==> config.mk <==
export PLATFORM = sky130hd
export DESIGN_NAME = djkf_top
export DESIGN_NICKNAME = d
export VERILOG_FILES = /design/src/rtl/djkf_pkg.sv /design/src/rtl/djkf_top.sv /design/src/rtl/djkf_sync.sv
export SDC_FILE = /design/constraint.sdc
export NUM_CORES = 1
export LEC_CHECK = 0
export ABC_AREA = 1
export BUFFER_PORTS_ARGS = -buffer_cell sky130_fd_sc_hd__buf_2
export CORE_MARGIN = 2
export CORE_UTILIZATION = 45
export DETAILED_ROUTE_END_ITERATION = 16
export PLACE_DENSITY_LB_ADDON = 0.05
export SYNTH_ARGS = -nofsm -noshare
export SYNTH_HDL_FRONTEND = slang
export SYNTH_HIERARCHICAL = 1
export SYNTH_SLANG_ARGS = --single-unit
==> constraint.sdc <==
create_clock -name i_ref_clk -period 2.9 [get_ports i_ref_clk]
set_clock_uncertainty 0.1 [all_clocks]
set_input_delay 0.435 -clock i_ref_clk [delete_from_list [all_inputs] [get_ports i_ref_clk]]
set_output_delay 0.435 -clock i_ref_clk [all_outputs]
set_load 0.02 [all_outputs]
==> src/rtl/djkf_pkg.sv <==
package djkf_pkg;

	// timing variant of both storage elements
	typedef enum logic
	{
		DJKF_PULSE = 1'b0,
		DJKF_EDGE = 1'b1
	} djkf_mode_t;

	localparam int DJKF_NUM_ELEM = 2;
	localparam int DJKF_SYNC_W = 8;

	// bit positions of the synchronised pin bundle
	localparam int DJKF_POS_CLK = 0;
	localparam int DJKF_POS_ZERO_N = 1;
	localparam int DJKF_POS_PRESET_N = 2;
	localparam int DJKF_POS_J = 4;
	localparam int DJKF_POS_K = 6;

	// value of the bundle after reset: clock low, preset and clear idle, j and k low
	localparam logic [DJKF_SYNC_W-1:0] DJKF_SYNC_RST = 8'h0e;

	localparam logic DJKF_Q_RST = 1'b0;
	localparam logic DJKF_Q_N_RST = 1'b1;
	localparam logic DJKF_MASTER_RST = 1'b0;
	localparam logic DJKF_CLK_PREV_RST = 1'b0;
	localparam djkf_mode_t DJKF_MODE_RST = DJKF_PULSE;

endpackage : djkf_pkg

==> src/rtl/djkf_top.sv <==
module djkf_top
	import djkf_pkg::*;
(
	// clock and reset
	input wire logic i_ref_clk,
	input wire logic i_rst,
	// variant select, high selects edge-triggered behaviour
	input wire logic i_mode_edge,
	// shared element pins
	input wire logic i_jk_clk,
	input wire logic i_async_zero_n,
	// per-element pins
	input wire logic [DJKF_NUM_ELEM-1:0] i_preset_n,
	input wire logic [DJKF_NUM_ELEM-1:0] i_j,
	input wire logic [DJKF_NUM_ELEM-1:0] i_k,
	// element outputs
	output logic [DJKF_NUM_ELEM-1:0] o_q,
	output logic [DJKF_NUM_ELEM-1:0] o_q_n
);

	function automatic logic djkf_jk_next(input logic q, input logic j, input logic k);
		unique case ({j, k})
			2'b00: djkf_jk_next = q;
			2'b10: djkf_jk_next = 1'b1;
			2'b01: djkf_jk_next = 1'b0;
			2'b11: djkf_jk_next = ~q;
		endcase
	endfunction : djkf_jk_next

	// an element is under override while its own preset or the shared clear is low
	function automatic logic djkf_forced(input logic preset_n, input logic zero_n);
		djkf_forced = !preset_n || !zero_n;
	endfunction : djkf_forced

	// both low is the unstable case that drives the true and complement outputs high together
	function automatic logic djkf_both_low(input logic preset_n, input logic zero_n);
		djkf_both_low = !preset_n && !zero_n;
	endfunction : djkf_both_low

	logic [DJKF_SYNC_W-1:0] raw_pins;
	logic [DJKF_SYNC_W-1:0] pins;
	logic clk_f;
	logic zero_n_f;
	logic [DJKF_NUM_ELEM-1:0] preset_n_f;
	logic [DJKF_NUM_ELEM-1:0] j_f;
	logic [DJKF_NUM_ELEM-1:0] k_f;
	logic clk_prev;
	logic clk_fall;
	logic mode_s1;
	logic mode_s2;
	logic mode_s3;
	djkf_mode_t mode;
	logic [DJKF_NUM_ELEM-1:0] master;
	logic [DJKF_NUM_ELEM-1:0] state;
	logic [DJKF_NUM_ELEM-1:0] next_state;
	logic [DJKF_NUM_ELEM-1:0] next_master;
	logic [DJKF_NUM_ELEM-1:0] next_q_n;
	logic [DJKF_NUM_ELEM-1:0] next_q;
	logic [DJKF_NUM_ELEM-1:0] forced;
	logic [DJKF_NUM_ELEM-1:0] both_low;

	assign raw_pins = {i_k, i_j, i_preset_n, i_async_zero_n, i_jk_clk};

	// clock, clear, preset, j and k share one filter so levels that change together stay together
	djkf_sync u_sync
	(
		.i_ref_clk(i_ref_clk),
		.i_rst(i_rst),
		.i_pins(raw_pins),
		.o_pins(pins)
	);

	assign clk_f = pins[DJKF_POS_CLK];
	assign zero_n_f = pins[DJKF_POS_ZERO_N];
	assign preset_n_f = pins[DJKF_POS_PRESET_N +: DJKF_NUM_ELEM];
	assign j_f = pins[DJKF_POS_J +: DJKF_NUM_ELEM];
	assign k_f = pins[DJKF_POS_K +: DJKF_NUM_ELEM];

	// the mode pin is a strap-like level, so it gets the same three-stage treatment
	always_ff @(posedge i_ref_clk or posedge i_rst)
	begin
		if (i_rst)
		begin
			mode_s1 <= DJKF_MODE_RST;
			mode_s2 <= DJKF_MODE_RST;
			mode_s3 <= DJKF_MODE_RST;
		end
		else
		begin
			mode_s1 <= i_mode_edge;
			mode_s2 <= mode_s1;
			mode_s3 <= mode_s2;
		end
	end

	// a mode change is taken at once, so a switch in mid-pulse applies the new rule at the next fall
	always_ff @(posedge i_ref_clk or posedge i_rst)
	begin
		if (i_rst)
			mode <= DJKF_MODE_RST;
		else if (mode_s2 == mode_s3)
			mode <= djkf_mode_t'(mode_s3);
	end

	// resets low like an idle clock pin, so no false fall follows reset
	always_ff @(posedge i_ref_clk or posedge i_rst)
	begin
		if (i_rst)
			clk_prev <= DJKF_CLK_PREV_RST;
		else
			clk_prev <= clk_f;
	end

	// one cycle wide, since the filtered clock cannot bounce between two edges
	assign clk_fall = clk_prev & ~clk_f;

	// preset and clear are sampled like every pin, so their override lags the pins by the filter latency
	always_comb
	begin
		forced = '0;
		both_low = '0;
		for (int e = 0; e < DJKF_NUM_ELEM; e++)
		begin
			forced[e] = djkf_forced(preset_n_f[e], zero_n_f);
			both_low[e] = djkf_both_low(preset_n_f[e], zero_n_f);
		end
	end

	// in edge mode the master shadows the state, so a switch to pulse mode starts from the held value
	always_comb
	begin
		next_master = master;
		for (int e = 0; e < DJKF_NUM_ELEM; e++)
		begin
			if (both_low[e])
				next_master[e] = 1'b0;
			else if (forced[e])
				next_master[e] = ~preset_n_f[e];
			else if (mode == DJKF_EDGE)
				next_master[e] = state[e];
			else if (clk_f)
				next_master[e] = djkf_jk_next(state[e], j_f[e], k_f[e]);
		end
	end

	// both asserted stores a low state, so the forced-high pair is not kept once they return high
	always_comb
	begin
		next_state = state;
		for (int e = 0; e < DJKF_NUM_ELEM; e++)
		begin
			if (both_low[e])
				next_state[e] = 1'b0;
			else if (forced[e])
				next_state[e] = ~preset_n_f[e];
			else if (clk_fall)
			begin
				if (mode == DJKF_PULSE)
					next_state[e] = master[e];
				else
					next_state[e] = djkf_jk_next(state[e], j_f[e], k_f[e]);
			end
		end
	end

	always_comb
	begin
		next_q = next_state;
		next_q_n = ~next_state;
		for (int e = 0; e < DJKF_NUM_ELEM; e++)
		begin
			if (both_low[e])
			begin
				next_q[e] = 1'b1;
				next_q_n[e] = 1'b1;
			end
		end
	end

	always_ff @(posedge i_ref_clk or posedge i_rst)
	begin
		if (i_rst)
			state <= {DJKF_NUM_ELEM{DJKF_Q_RST}};
		else
			state <= next_state;
	end

	always_ff @(posedge i_ref_clk or posedge i_rst)
	begin
		if (i_rst)
			master <= {DJKF_NUM_ELEM{DJKF_MASTER_RST}};
		else
			master <= next_master;
	end

	// outputs get flops of their own so the pins never show the combinational override path
	always_ff @(posedge i_ref_clk or posedge i_rst)
	begin
		if (i_rst)
			o_q <= {DJKF_NUM_ELEM{DJKF_Q_RST}};
		else
			o_q <= next_q;
	end

	always_ff @(posedge i_ref_clk or posedge i_rst)
	begin
		if (i_rst)
			o_q_n <= {DJKF_NUM_ELEM{DJKF_Q_N_RST}};
		else
			o_q_n <= next_q_n;
	end

endmodule : djkf_top

==> src/rtl/djkf_sync.sv <==
module djkf_sync
	import djkf_pkg::*;
(
	// clock and reset
	input wire logic i_ref_clk,
	input wire logic i_rst,
	// raw pins
	input wire logic [DJKF_SYNC_W-1:0] i_pins,
	// filtered pins
	output logic [DJKF_SYNC_W-1:0] o_pins
);

	logic [DJKF_SYNC_W-1:0] stage1;
	logic [DJKF_SYNC_W-1:0] stage2;
	logic [DJKF_SYNC_W-1:0] stage3;

	always_ff @(posedge i_ref_clk or posedge i_rst)
	begin
		if (i_rst)
		begin
			stage1 <= DJKF_SYNC_RST;
			stage2 <= DJKF_SYNC_RST;
			stage3 <= DJKF_SYNC_RST;
		end
		else
		begin
			stage1 <= i_pins;
			stage2 <= stage1;
			stage3 <= stage2;
		end
	end

	// a bit only moves once the last two stages agree, which filters one-cycle glitches
	always_ff @(posedge i_ref_clk or posedge i_rst)
	begin
		if (i_rst)
			o_pins <= DJKF_SYNC_RST;
		else
		begin
			for (int b = 0; b < DJKF_SYNC_W; b++)
			begin
				if (stage2[b] == stage3[b])
					o_pins[b] <= stage3[b];
			end
		end
	end

endmodule : djkf_sync

### After elaboration in Yosys (flattened, before gate mapping)

Index checks and enable logic that the tools add are counted.

| storage, ports and cells | value |
|---|---|
| register bits after elaboration | 45 |
| output and inout port bits | 4 |
| logic and storage cells | 76 |

| operators by class | value |
|---|---|
| eq/ne operators | 15 |
| mux-type cells | 22 |
| bitwise operators | 7 |
| reductions and logical operators | 11 |

Operators by type and width:

| cell | count |
|---|---|
| $mux 1 | 20 |
| $eq 1x1->1 | 9 |
| $eq 2x2->1 const B | 4 |
| $pmux 1 s4 | 2 |
| $reduce_bool 4->1 | 2 |
| $not 1->1 | 5 |
| $eq 2x1->1 const B | 2 |
| $logic_not 2->1 | 2 |
| $logic_not 1->1 | 3 |
| $logic_and 1x1->1 | 2 |
| $logic_or 1x1->1 | 2 |
| $not 2->2 | 1 |
| $and 1x1->1 | 1 |

### Longest topological paths before layout

Gate-level depths: netlist of run 1.

| depth | value |
|---|---|
| word-level depth | 8 |
| depth in mapped cells | 6 |
| mapped depth without buffers | 6 |

### Cells and area by module

Netlist of run 1, hierarchy kept.

By module, submodules not included:

| module | instances | cells each | area an instance (um^2) | seq. area each (um^2) |
|---|---|---|---|---|
| djkf_sync | 1 | 65 | 949.7 | 815.8 |
| djkf_top | 1 | 67 | 595.6 | 327.8 |

### Worst setup path after synthesis of run 1

No wires, ideal clock.

| path | value |
|---|---|
| path kind | register -> output |
| start | register o_q_n[0] |
| end | output port o_q_n[0] |
| data arrival time | 554 ps |
| data required time | 2365 ps |
| path slack | 1811 ps |
| stages on the path, launching flop included | 1 |
| buffers on the path | 0 |
| cell sequence | dfstp_2 |

RTL lines:

| item | line | text |
|---|---|---|
| from (decl) | djkf_top.sv:18 | `output logic [DJKF_NUM_ELEM-1:0] o_q_n` |
| from (signal assigned) | djkf_top.sv:208 | `o_q_n <= {DJKF_NUM_ELEM{DJKF_Q_N_RST}};` |
| from (signal assigned) | djkf_top.sv:210 | `o_q_n <= next_q_n;` |

No word-level cell between the ends.

==> metrics.yaml, run 1 <==
layout:
  drive_gt1_frac: 0.277
  n_antenna_cell: 0
  nets: 165
  area_delta_synth_final_pct: 12.5
  final_cell_mix: "dfrtp_1 (31), nand2_1 (26), inv_1 (20)"
  final_core_util: 0.525
  fin_area_mm2: 0.00174
  layout_commonest_cell: "dfrtp_1"
global_routing:
  grt_pass1_wl_um: 3690
  grt_max_degree: 27
  grt_pass1_vias: 828
  grt_overflow_total: 0
  antenna_found_initial: 0
  grt_use_total: 0.127
clock_tree:
  cts_tree: "done"
  clkTransAtPathRegs_ns: 0.11
  clk_latency_ns: 0.34
  cts_resized: 0
  cts.path.max_buffers: 2
  htreeDepth: 2
  clockRootBuffer: "clkbuf_4"
  numCtsBuffers: 5
  cts_sinks: 45
yosys:
  yosys.area.top_type_share: 0.502
  synth_seq_area_share: 0.740
  synth_area_leader_cell: "dfrtp_1"
  ys_warn_count: 6
  synth_area_mm2: 0.00155
  ys_ff_latch: 45
  syn_inst: 132
  synth_cell_types: 15
  syn_area_per_cell_um2: 11.7
  syn_nets: 143
  synthTopCellsByArea: "dfrtp_1 (50%), dfstp_2 (24%), nand2_1 (6.3%), inv_1 (4.9%), a21oi_1 (4.5%)"
timing:
  tns_ns: 0
  fin_crit_sh: 0.571
  whs_ns: 0.0801
  fin_crit_ns: 1.66
  timing.fmax_mhz: 604
  hold_viol: 0
  worstMarginPinSlew_ns: 0.907
  rsz0062_at_grt: "no"
  slew_viol_final: 0
  slew_headroom: 0.395
  setup_viol_count_final: 0
worst_setup_path:
  cpMaxStageDelayCell: "inv_1"
  cp-end-kind: "async pin"
  cp.required_ns: 3.29
  r2r_cells: 4
  critPathLaunchType: "input port"
  path_cells: "dlygate4sd3_1, buf_2, inv_1, buf_4"
  cp_max_fo: 26
  critPathKind: "input port to async pin"
  arrival_ns: 2.04
  slowest_delay_ns: 0.65
floorplan:
  die_height_um: 62.6
  start_util: 0.467
  rows: 21
  pin_count: 15
  design.core.area_mm2: 0.00331
  dieArea_mm2: 0.00392
  die_w_um: 62.6
placed_design:
  dp_hpwl_um: 1430
  portBuffers: 14
  post_dp_cell_area_mm2: 0.00167
  gp_congestion: 0.769
hold_path:
  hold_class: "input port to register"
  whs_path_depth: 1
job:
  cap_violations: 0
detailed_routing:
  detailedRoute.firstIterationViolations: 35
  drt-total-wl_um: 2080
  drcViolationCount: 0
  ant_nets: 0
  wl_per_cell_um: 10.3
  vias: 885
  avgViaCountPerCell: 4.40
  drt_pass1_iterations: 4
power_and_ir_drop:
  p_per_area_mw_per_mm2: 660
  p_leak_nw: 0.844
  ir_worst_vdd_uv: 350
status:
  status: "complete, no violations"
==> worst max-delay path: cells and delay by family <==
family	cells	cell delay, ns
buffers and inverters	4	1.59
==> synthesized netlist by cell type <==
library cell / n
nand2_4: 1
maj3_2: 1
buf_6: 1
dfstp_2: 14
nor2_2: 4
inv_1: 20
a21boi_0: 2
a21oi_1: 14
nand4_1: 2
dfrtp_1: 31
inv_2: 1
nand2_1: 26
nand3_1: 4
nor2_1: 10
nor2_4: 1
==> worst paths after layout <==
path / startpoint / end / slack (ns)
max reg2reg: u_sync/o_pins[1]$_DFFE_PP1N_ / state[0]$_DFF_PP0_ / 1.67
min in group asynchronous: i_rst / mode_s2$_DFF_PP0_ / 0.55
max: i_rst / u_sync/o_pins[2]$_DFFE_PP1N_ / 1.24
min reg2reg: u_sync/stage1[0]$_DFF_PP0_ / u_sync/stage2[0]$_DFF_PP0_ / 0.26
max in group i_ref_clk: o_q_n[0]$_DFF_PP1_ / o_q_n[0] / 1.35
min: i_preset_n[0] / u_sync/stage1[2]$_DFF_PP1_ / 0.08
==> state kept, by name, summed over array words and instances, names as in the netlist <==
name and flops:
u_sync/o_pins 8, u_sync/stage1 8, u_sync/stage2 8, u_sync/stage3 8, master 2, o_q 2
o_q_n 2, state 2, clk_prev 1, mode 1, mode_s1 1, mode_s2 1
mode_s3 1
==> report_power, final <==
group          switching (mW)  total (mW)  internal (mW)
clock network           0.174       0.293          0.120
logic                  0.0771       0.124         0.0471
registers              0.0372       0.730          0.693
total                   0.288        1.15          0.860
==> routing by layer <==
| metal | GRT usage | wire length (um) | up-vias |
|---|---|---|---|
| met4 | 0.0750 | 32 | 0 |
| met2 | 0.194 | 952 | 17 |
| li1 | - | - | 449 |
| met1 | 0.150 | 999 | 414 |
| met3 | 0.0559 | 93 | 5 |
| met5 | 0 | 0 | - |
==> per-stage QoR <==
stage | std cells | worst slack (ns) | power [mW]
2_1_floorplan | 132 | 1.69 | 0.829
5_1_grt | 201 | 1.06 | 1.23
4_1_cts | 201 | 1.19 | 1.17
6_report | 201 | 1.24 | 1.15
3_3_place_gp | 192 | 1.38 | 0.862
3_5_place_dp | 192 | 1.35 | 0.867
==> logic make-up (layout without fill, tap and decap cells) <==
group | Yosys count | count (layout) | share of synthesized area
buf+inv | 22 | 45 | 0.0583
flops | 45 | 45 | 0.740
compound gates | 16 | 16 | 0.0551
simple gates | 48 | 48 | 0.139
fa+ha+maj | 1 | 1 | 0.00729
==> timing repair <==
item | 4_1_cts | 5_1_grt
buffers inserted | 0 | 0
hold buffers | 1 | 0
hold endpoints to repair | 7 | 0
==> area by class of cell <==
type,count,area [um^2]
tap,46,57.6
clock buffer,8,58.8
timing repair buffer,16,87.6
sequential,45,1140
inverter,21,78.8
fill,311,1570
multi-input combinational,65,312
Note: power is estimated with default switching activity, not from simulation.
==> run 2: changes to the inputs <==
- clock period: 2.9 -> 1.6 ns (I/O delays scaled with it)
==> metrics.yaml, run 2 (synthesis results as in run 1) <==
floorplan:
  die_height_um: 62.6
  rows: 21
  dieArea_mm2: 0.00392
  design.core.area_mm2: 0.00331
  die_w_um: 62.6
  pin_count: 15
  start_util: 0.467
worst_setup_path:
  cp.required_ns: 1.26
  cp_max_fo: 1
  cpLargestDelayFamily: "flip-flops"
  crit_buf_inv: 1
  cpMaxStageDelayCell: "dfstp_2"
  critPathKind: "register to output port"
  slowest_delay_ns: 0.53
  arrival_ns: 1.01
  critPathLaunchType: "register"
  r2r_cells: 4
  r2r-start: "u_sync/o_pins[1]$_DFFE_PP1N_"
  r2r_end: "o_q[1]$_DFF_PP0_"
  path_cells: "buf_2"
  cp-end-kind: "output port"
  regToRegSetupSlack_ns: 0.42
detailed_routing:
  avgViaCountPerCell: 4.38
  vias: 920
  detailedRoute.firstIterationViolations: 31
  ant_nets: 0
  drt-total-wl_um: 2070
  drt_pass1_iterations: 4
  wl_per_cell_um: 9.84
  drcViolationCount: 0
status:
  status: "complete, no violations"
timing:
  rsz0062_at_grt: "no"
  timing.fmax_mhz: 743
  slew_viol_final: 0
  hold_viol: 0
  fin_crit_sh: 0.842
  slew_headroom: 0.683
  fin_crit_ns: 1.35
  worstMarginPinSlew_ns: 0.476
  tns_ns: 0
  layout_setup_ws_ns: 0.253
  setup_viol_count_final: 0
layout:
  final_cell_mix: "dfrtp_1 (31), nand2_1 (26), inv_1 (20)"
  layout_commonest_cell: "dfrtp_1"
  multiInputGateArea_um2: 312
  area_delta_synth_final_pct: 19.4
  nets: 174
  drive_gt1_frac: 0.268
  n_antenna_cell: 0
  seq_area_mm2: 0.00114
  fill_cells: 321
clock_tree:
  numCtsBuffers: 5
  htreeDepth: 2
  cts_sinks: 45
  cts_resized: 0
  clk_latency_ns: 0.34
  clockRootBuffer: "clkbuf_4"
  cts.path.max_buffers: 2
  clkTransAtPathRegs_ns: 0.11
  cts_tree: "done"
power_and_ir_drop:
  p_leak_nw: 0.892
  p_per_area_mw_per_mm2: 1200
  ir_worst_vdd_uv: 665
  finalPower_mw: 2.21
placed_design:
  portBuffers: 14
  pre_cts_ws_ns: 0.429
  dp_hpwl_um: 1440
  gp_congestion: 0.838
job:
  cap_violations: 0
global_routing:
  grt_use_total: 0.128
  grt_max_degree: 33
  grt_overflow_total: 0
  antenna_found_initial: 0
  grt_pass1_vias: 901
  grt_pass1_wl_um: 3770
hold_path:
  min_to: "u_sync/stage2[6]$_DFF_PP0_"
  whs_path_depth: 0
  worstHoldStart: "u_sync/stage1[6]$_DFF_PP0_"
  hold_class: "register to register"
==> run 2: metrics by stage <==
stage | cell area [um^2] | hold slack [ns] | util | cells
2_1_floorplan | 1550 | 0.0155 | - | 132
3_3_place_gp | 1670 | 0.191 | 0.504 | 192
5_1_grt | 1850 | 0.269 | 0.557 | 210
6_report | 1850 | 0.261 | 0.557 | 210
3_5_place_dp | 1670 | 0.200 | 0.504 | 192
4_1_cts | 1850 | 0.264 | 0.557 | 210
==> run 2: report_power, final <==
part | total, mW | switching, mW | internal [mW]
Sequential | 1.32 | 0.0666 | 1.26
Combinational | 0.239 | 0.139 | 0.0996
Clock | 0.653 | 0.325 | 0.328
Total | 2.21 | 0.531 | 1.68
==> run 2: area by class of cell <==
type / instances / area share
Multi-Input combinational cell: 65 / 0.169
Inverter: 21 / 0.0427
Sequential cell: 45 / 0.620
Clock buffer: 6 / 0.0224
Timing Repair Buffer: 25 / 0.0963
Clock inverter: 2 / 0.0190
Tap cell: 46 / 0.0312
==> run 2: what timing repair did <==
item,in CTS,in global routing
hold buffers,10,0
hold endpoints to repair,40,0
setup buffers,0,0
==> run 2: worst max path at each step <==
stage | startpoint | to | cells past startpoint
global placement | u_sync/o_pins[3]$_DFFE_PP1N_ | master[1]$_DFFE_PP0P_ | 4
global route | o_q_n[1]$_DFF_PP1_ | o_q_n[1] | 1
detailed placement | u_sync/o_pins[3]$_DFFE_PP1N_ | master[1]$_DFFE_PP0P_ | 4
finish | o_q_n[1]$_DFF_PP1_ | o_q_n[1] | 1
CTS | o_q_n[1]$_DFF_PP1_ | o_q_n[1] | 1
floorplan | u_sync/o_pins[2]$_DFFE_PP1N_ | master[0]$_DFFE_PP0P_ | 4
==> run 2: metal layers <==
layer / routed length, um / vias up / GRT usage
li1: - / 463 / -
met1: 964 / 434 / 0.154
met2: 956 / 17 / 0.195
met3: 103 / 6 / 0.0541
met4: 42 / 0 / 0.0667
met5: 0 / - / 0
==> run 3: changes to the inputs <==
- ABC_AREA: 1 -> 0
- clock period: 1.6 -> 1.2 ns (I/O delays scaled with it)
==> metrics.yaml, run 3 <==
status:
  status: "finished, violations left"
  violations: "negative setup slack"
timing:
  hold_viol: 0
  slew_headroom: 0.654
  whs_ns: 0.262
  timing.fmax_mhz: 711
  layout_setup_ws_ns: -0.206
  setup_viol_count_final: 11
  slew_viol_final: 0
  worstMarginPinSlew_ns: 0.519
  fin_crit_sh: 1.17
  fin_crit_ns: 1.41
  rsz0062_at_grt: "yes"
yosys:
  synth_simple_gate_area_share: 0.0713
  synth_area_mm2: 0.00151
  async_reset_ff_frac: 1.00
  synthTopCellsByArea: "dfrtp_1 (51%), dfstp_2 (24%), maj3_2 (6.0%), nor2b_1 (2.1%), o41a_1 (1.5%)"
  post_synth_fa_ha_maj_area_fraction: 0.0663
  ys_warn_count: 6
  synth_seq_area_share: 0.758
  syn_inst: 89
  synthMuxAreaShare: 0
  synth_edf_count: 0
  ys_top_cells_by_count: "dfrtp_1 (31), dfstp_2 (14), maj3_2 (8)"
  synth_cell_types: 22
  synth_top_family_by_area: "compound AO/OA/AOI/OAI gates"
  synth-compound-area-share: 0.0846
  yosys.cell_count.top_type: "dfrtp_1"
  ys.flop_type: "dfrtp_1"
  synth_area_leader_cell: "dfrtp_1"
  yosys.area.top_type_share: 0.514
  syn_area_per_cell_um2: 17.0
  syn_nets: 100
  ys_ff_latch: 45
  synth_xor_area_frac: 0
worst_setup_path:
  slowest_delay_ns: 0.46
  arrival_ns: 1.56
  path_cells: "nand3b_4, o41a_1, a21boi_1"
  cp_max_fo: 6
  cp.required_ns: 1.35
  regToRegSetupSlack_ns: -0.21
  cp-end-kind: "register"
  cpMaxStageDelayCell: "dfrtp_2"
  critPathKind: "register to register"
  critPathLaunchType: "register"
layout:
  n_antenna_cell: 0
  layout_commonest_cell: "dfrtp_1"
  nets: 150
  drive_gt1_frac: 0.543
  final_cell_mix: "dfrtp_1 (29), buf_4 (16), dfstp_2 (14)"
  area_delta_synth_final_pct: 33.8
  fill_cells: 253
  fin_area_mm2: 0.00202
detailed_routing:
  drcViolationCount: 0
  met3_length_um: 89
  drt-total-wl_um: 2210
  met2_length_um: 1000
  ant_nets: 0
  wl_per_cell_um: 11.9
  top_layer_used: "met4"
  vias: 868
  wl_met1_um: 1070
  drt_pass1_iterations: 4
  detailedRoute.firstIterationViolations: 41
  avgViaCountPerCell: 4.67
clock_tree:
  cts_tree: "done"
  cts_sinks: 45
  clk_latency_ns: 0.35
  numCtsBuffers: 5
  clockRootBuffer: "clkbuf_4"
  cts.path.max_buffers: 2
  htreeDepth: 2
  clkTransAtPathRegs_ns: 0.13
global_routing:
  grt_pass1_vias: 835
  grt_use_total: 0.143
  antenna_found_initial: 0
  grt_overflow_total: 0
  grt_pass1_wl_um: 3750
  grt_max_degree: 33
power_and_ir_drop:
  p_per_area_mw_per_mm2: 1480
  power.switching_mw: 0.746
  p_int_mw: 2.23
  p_seq_frac: 0.583
  p_leak_nw: 0.903
  netSwitchingFraction: 0.251
  finalPower_mw: 2.98
  ir_worst_vdd_uv: 851
  power_frac_comb: 0.161
  clkPwrFrac: 0.256
job:
  cap_violations: 0
placed_design:
  gp_congestion: 0.786
  post_dp_cell_area_mm2: 0.00176
  dp_hpwl_um: 1430
  pre_cts_ws_ns: -0.188
  portBuffers: 14
floorplan:
  rows: 21
  die_height_um: 61.9
  dieArea_mm2: 0.00383
  design.core.area_mm2: 0.00328
  pin_count: 15
  start_util: 0.459
  die_w_um: 61.9
hold_path:
  hold_class: "register to register"
[run 3: cell count changes in the layout (fill, tap and decap cells not counted), sizes merged, moves of 4 or more]
cell	change
a21oi	-11
buf	+19
inv	-16
maj3	+8
nand2	-27
nand3	-4
nor2	-15
nor2b	+5
[run 3: cell type report]
cell class | instances | area [um^2] | area share
clock buffers | 6 | 51.3 | 0.0254
clock inverters | 2 | 13.8 | 0.00682
inverters | 5 | 18.8 | 0.00929
multi-input cells | 38 | 363 | 0.180
flip-flops and latches | 45 | 1150 | 0.568
repair buffers | 44 | 369 | 0.183
well taps | 46 | 57.6 | 0.0285
[run 3: per-layer routing]
metal  vias to the layer above  global-route usage
met5                         -                   0
met4                         0              0.0729
met3                         5              0.0559
met2                        16               0.218
met1                       433               0.177
li1                        414                   -
[run 3: path summary, 6_finish.rpt]
check                                              to  depth (start not counted)                    startpoint
setup / recovery                   state[1]$_DFF_PP0_                          3  u_sync/o_pins[0]$_DFFE_PP0N_
hold / removal             u_sync/stage2[6]$_DFF_PP0_                          0    u_sync/stage1[6]$_DFF_PP0_
setup reg to reg                   state[1]$_DFF_PP0_                          3  u_sync/o_pins[0]$_DFFE_PP0N_
hold reg to reg            u_sync/stage2[6]$_DFF_PP0_                          0    u_sync/stage1[6]$_DFF_PP0_
max in group asynchronous            mode$_DFFE_PP0N_                          3                         i_rst
min in group asynchronous          state[1]$_DFF_PP0_                          3                         i_rst
[run 3: logic make-up after synthesis]
logic type | count (synthesis)
AND/OR/NAND/NOR | 13
adder cells (fa/ha/maj) | 9
buffers and inverters | 6
flip-flops | 45
AO/OA/AOI/OAI | 16
[run 3: power by group through the flow]
stage,registers [mW],clock network (mW),logic (mW)
2_1_floorplan,1.78,0,0.187
3_3_place_gp,1.76,0,0.378
3_5_place_dp,1.76,0,0.383
4_1_cts,1.74,0.792,0.453
5_1_grt,1.75,0.856,0.527
6_report,1.74,0.762,0.480
[run 3: what timing repair did]
action / 4_1_cts / 5_1_grt
hold buffers: 10 / 0
setup endpoints to repair: 11 / 13
resized for setup: 11 / 8
endpoints found under the hold margin: 52 / 0
pin swaps: 6 / 3
setup buffers: 2 / 2
[run 3: stage by stage]
step,util,setup TNS [ns],instances
after floorplan,-,-0.986,89
after global placement,0.536,-1.00,164
after detailed placement,0.536,-1.20,164
after CTS,0.602,-1.53,184
after global routing,0.615,-2.17,186
final,0.615,-1.64,186
[run 3: critical path: cells and delay by family, from the launching register on]
kind / cells / cell delay [ns]
flops: 1 / 0.46
compound gates: 2 / 0.55
simple gates: 1 / 0.19
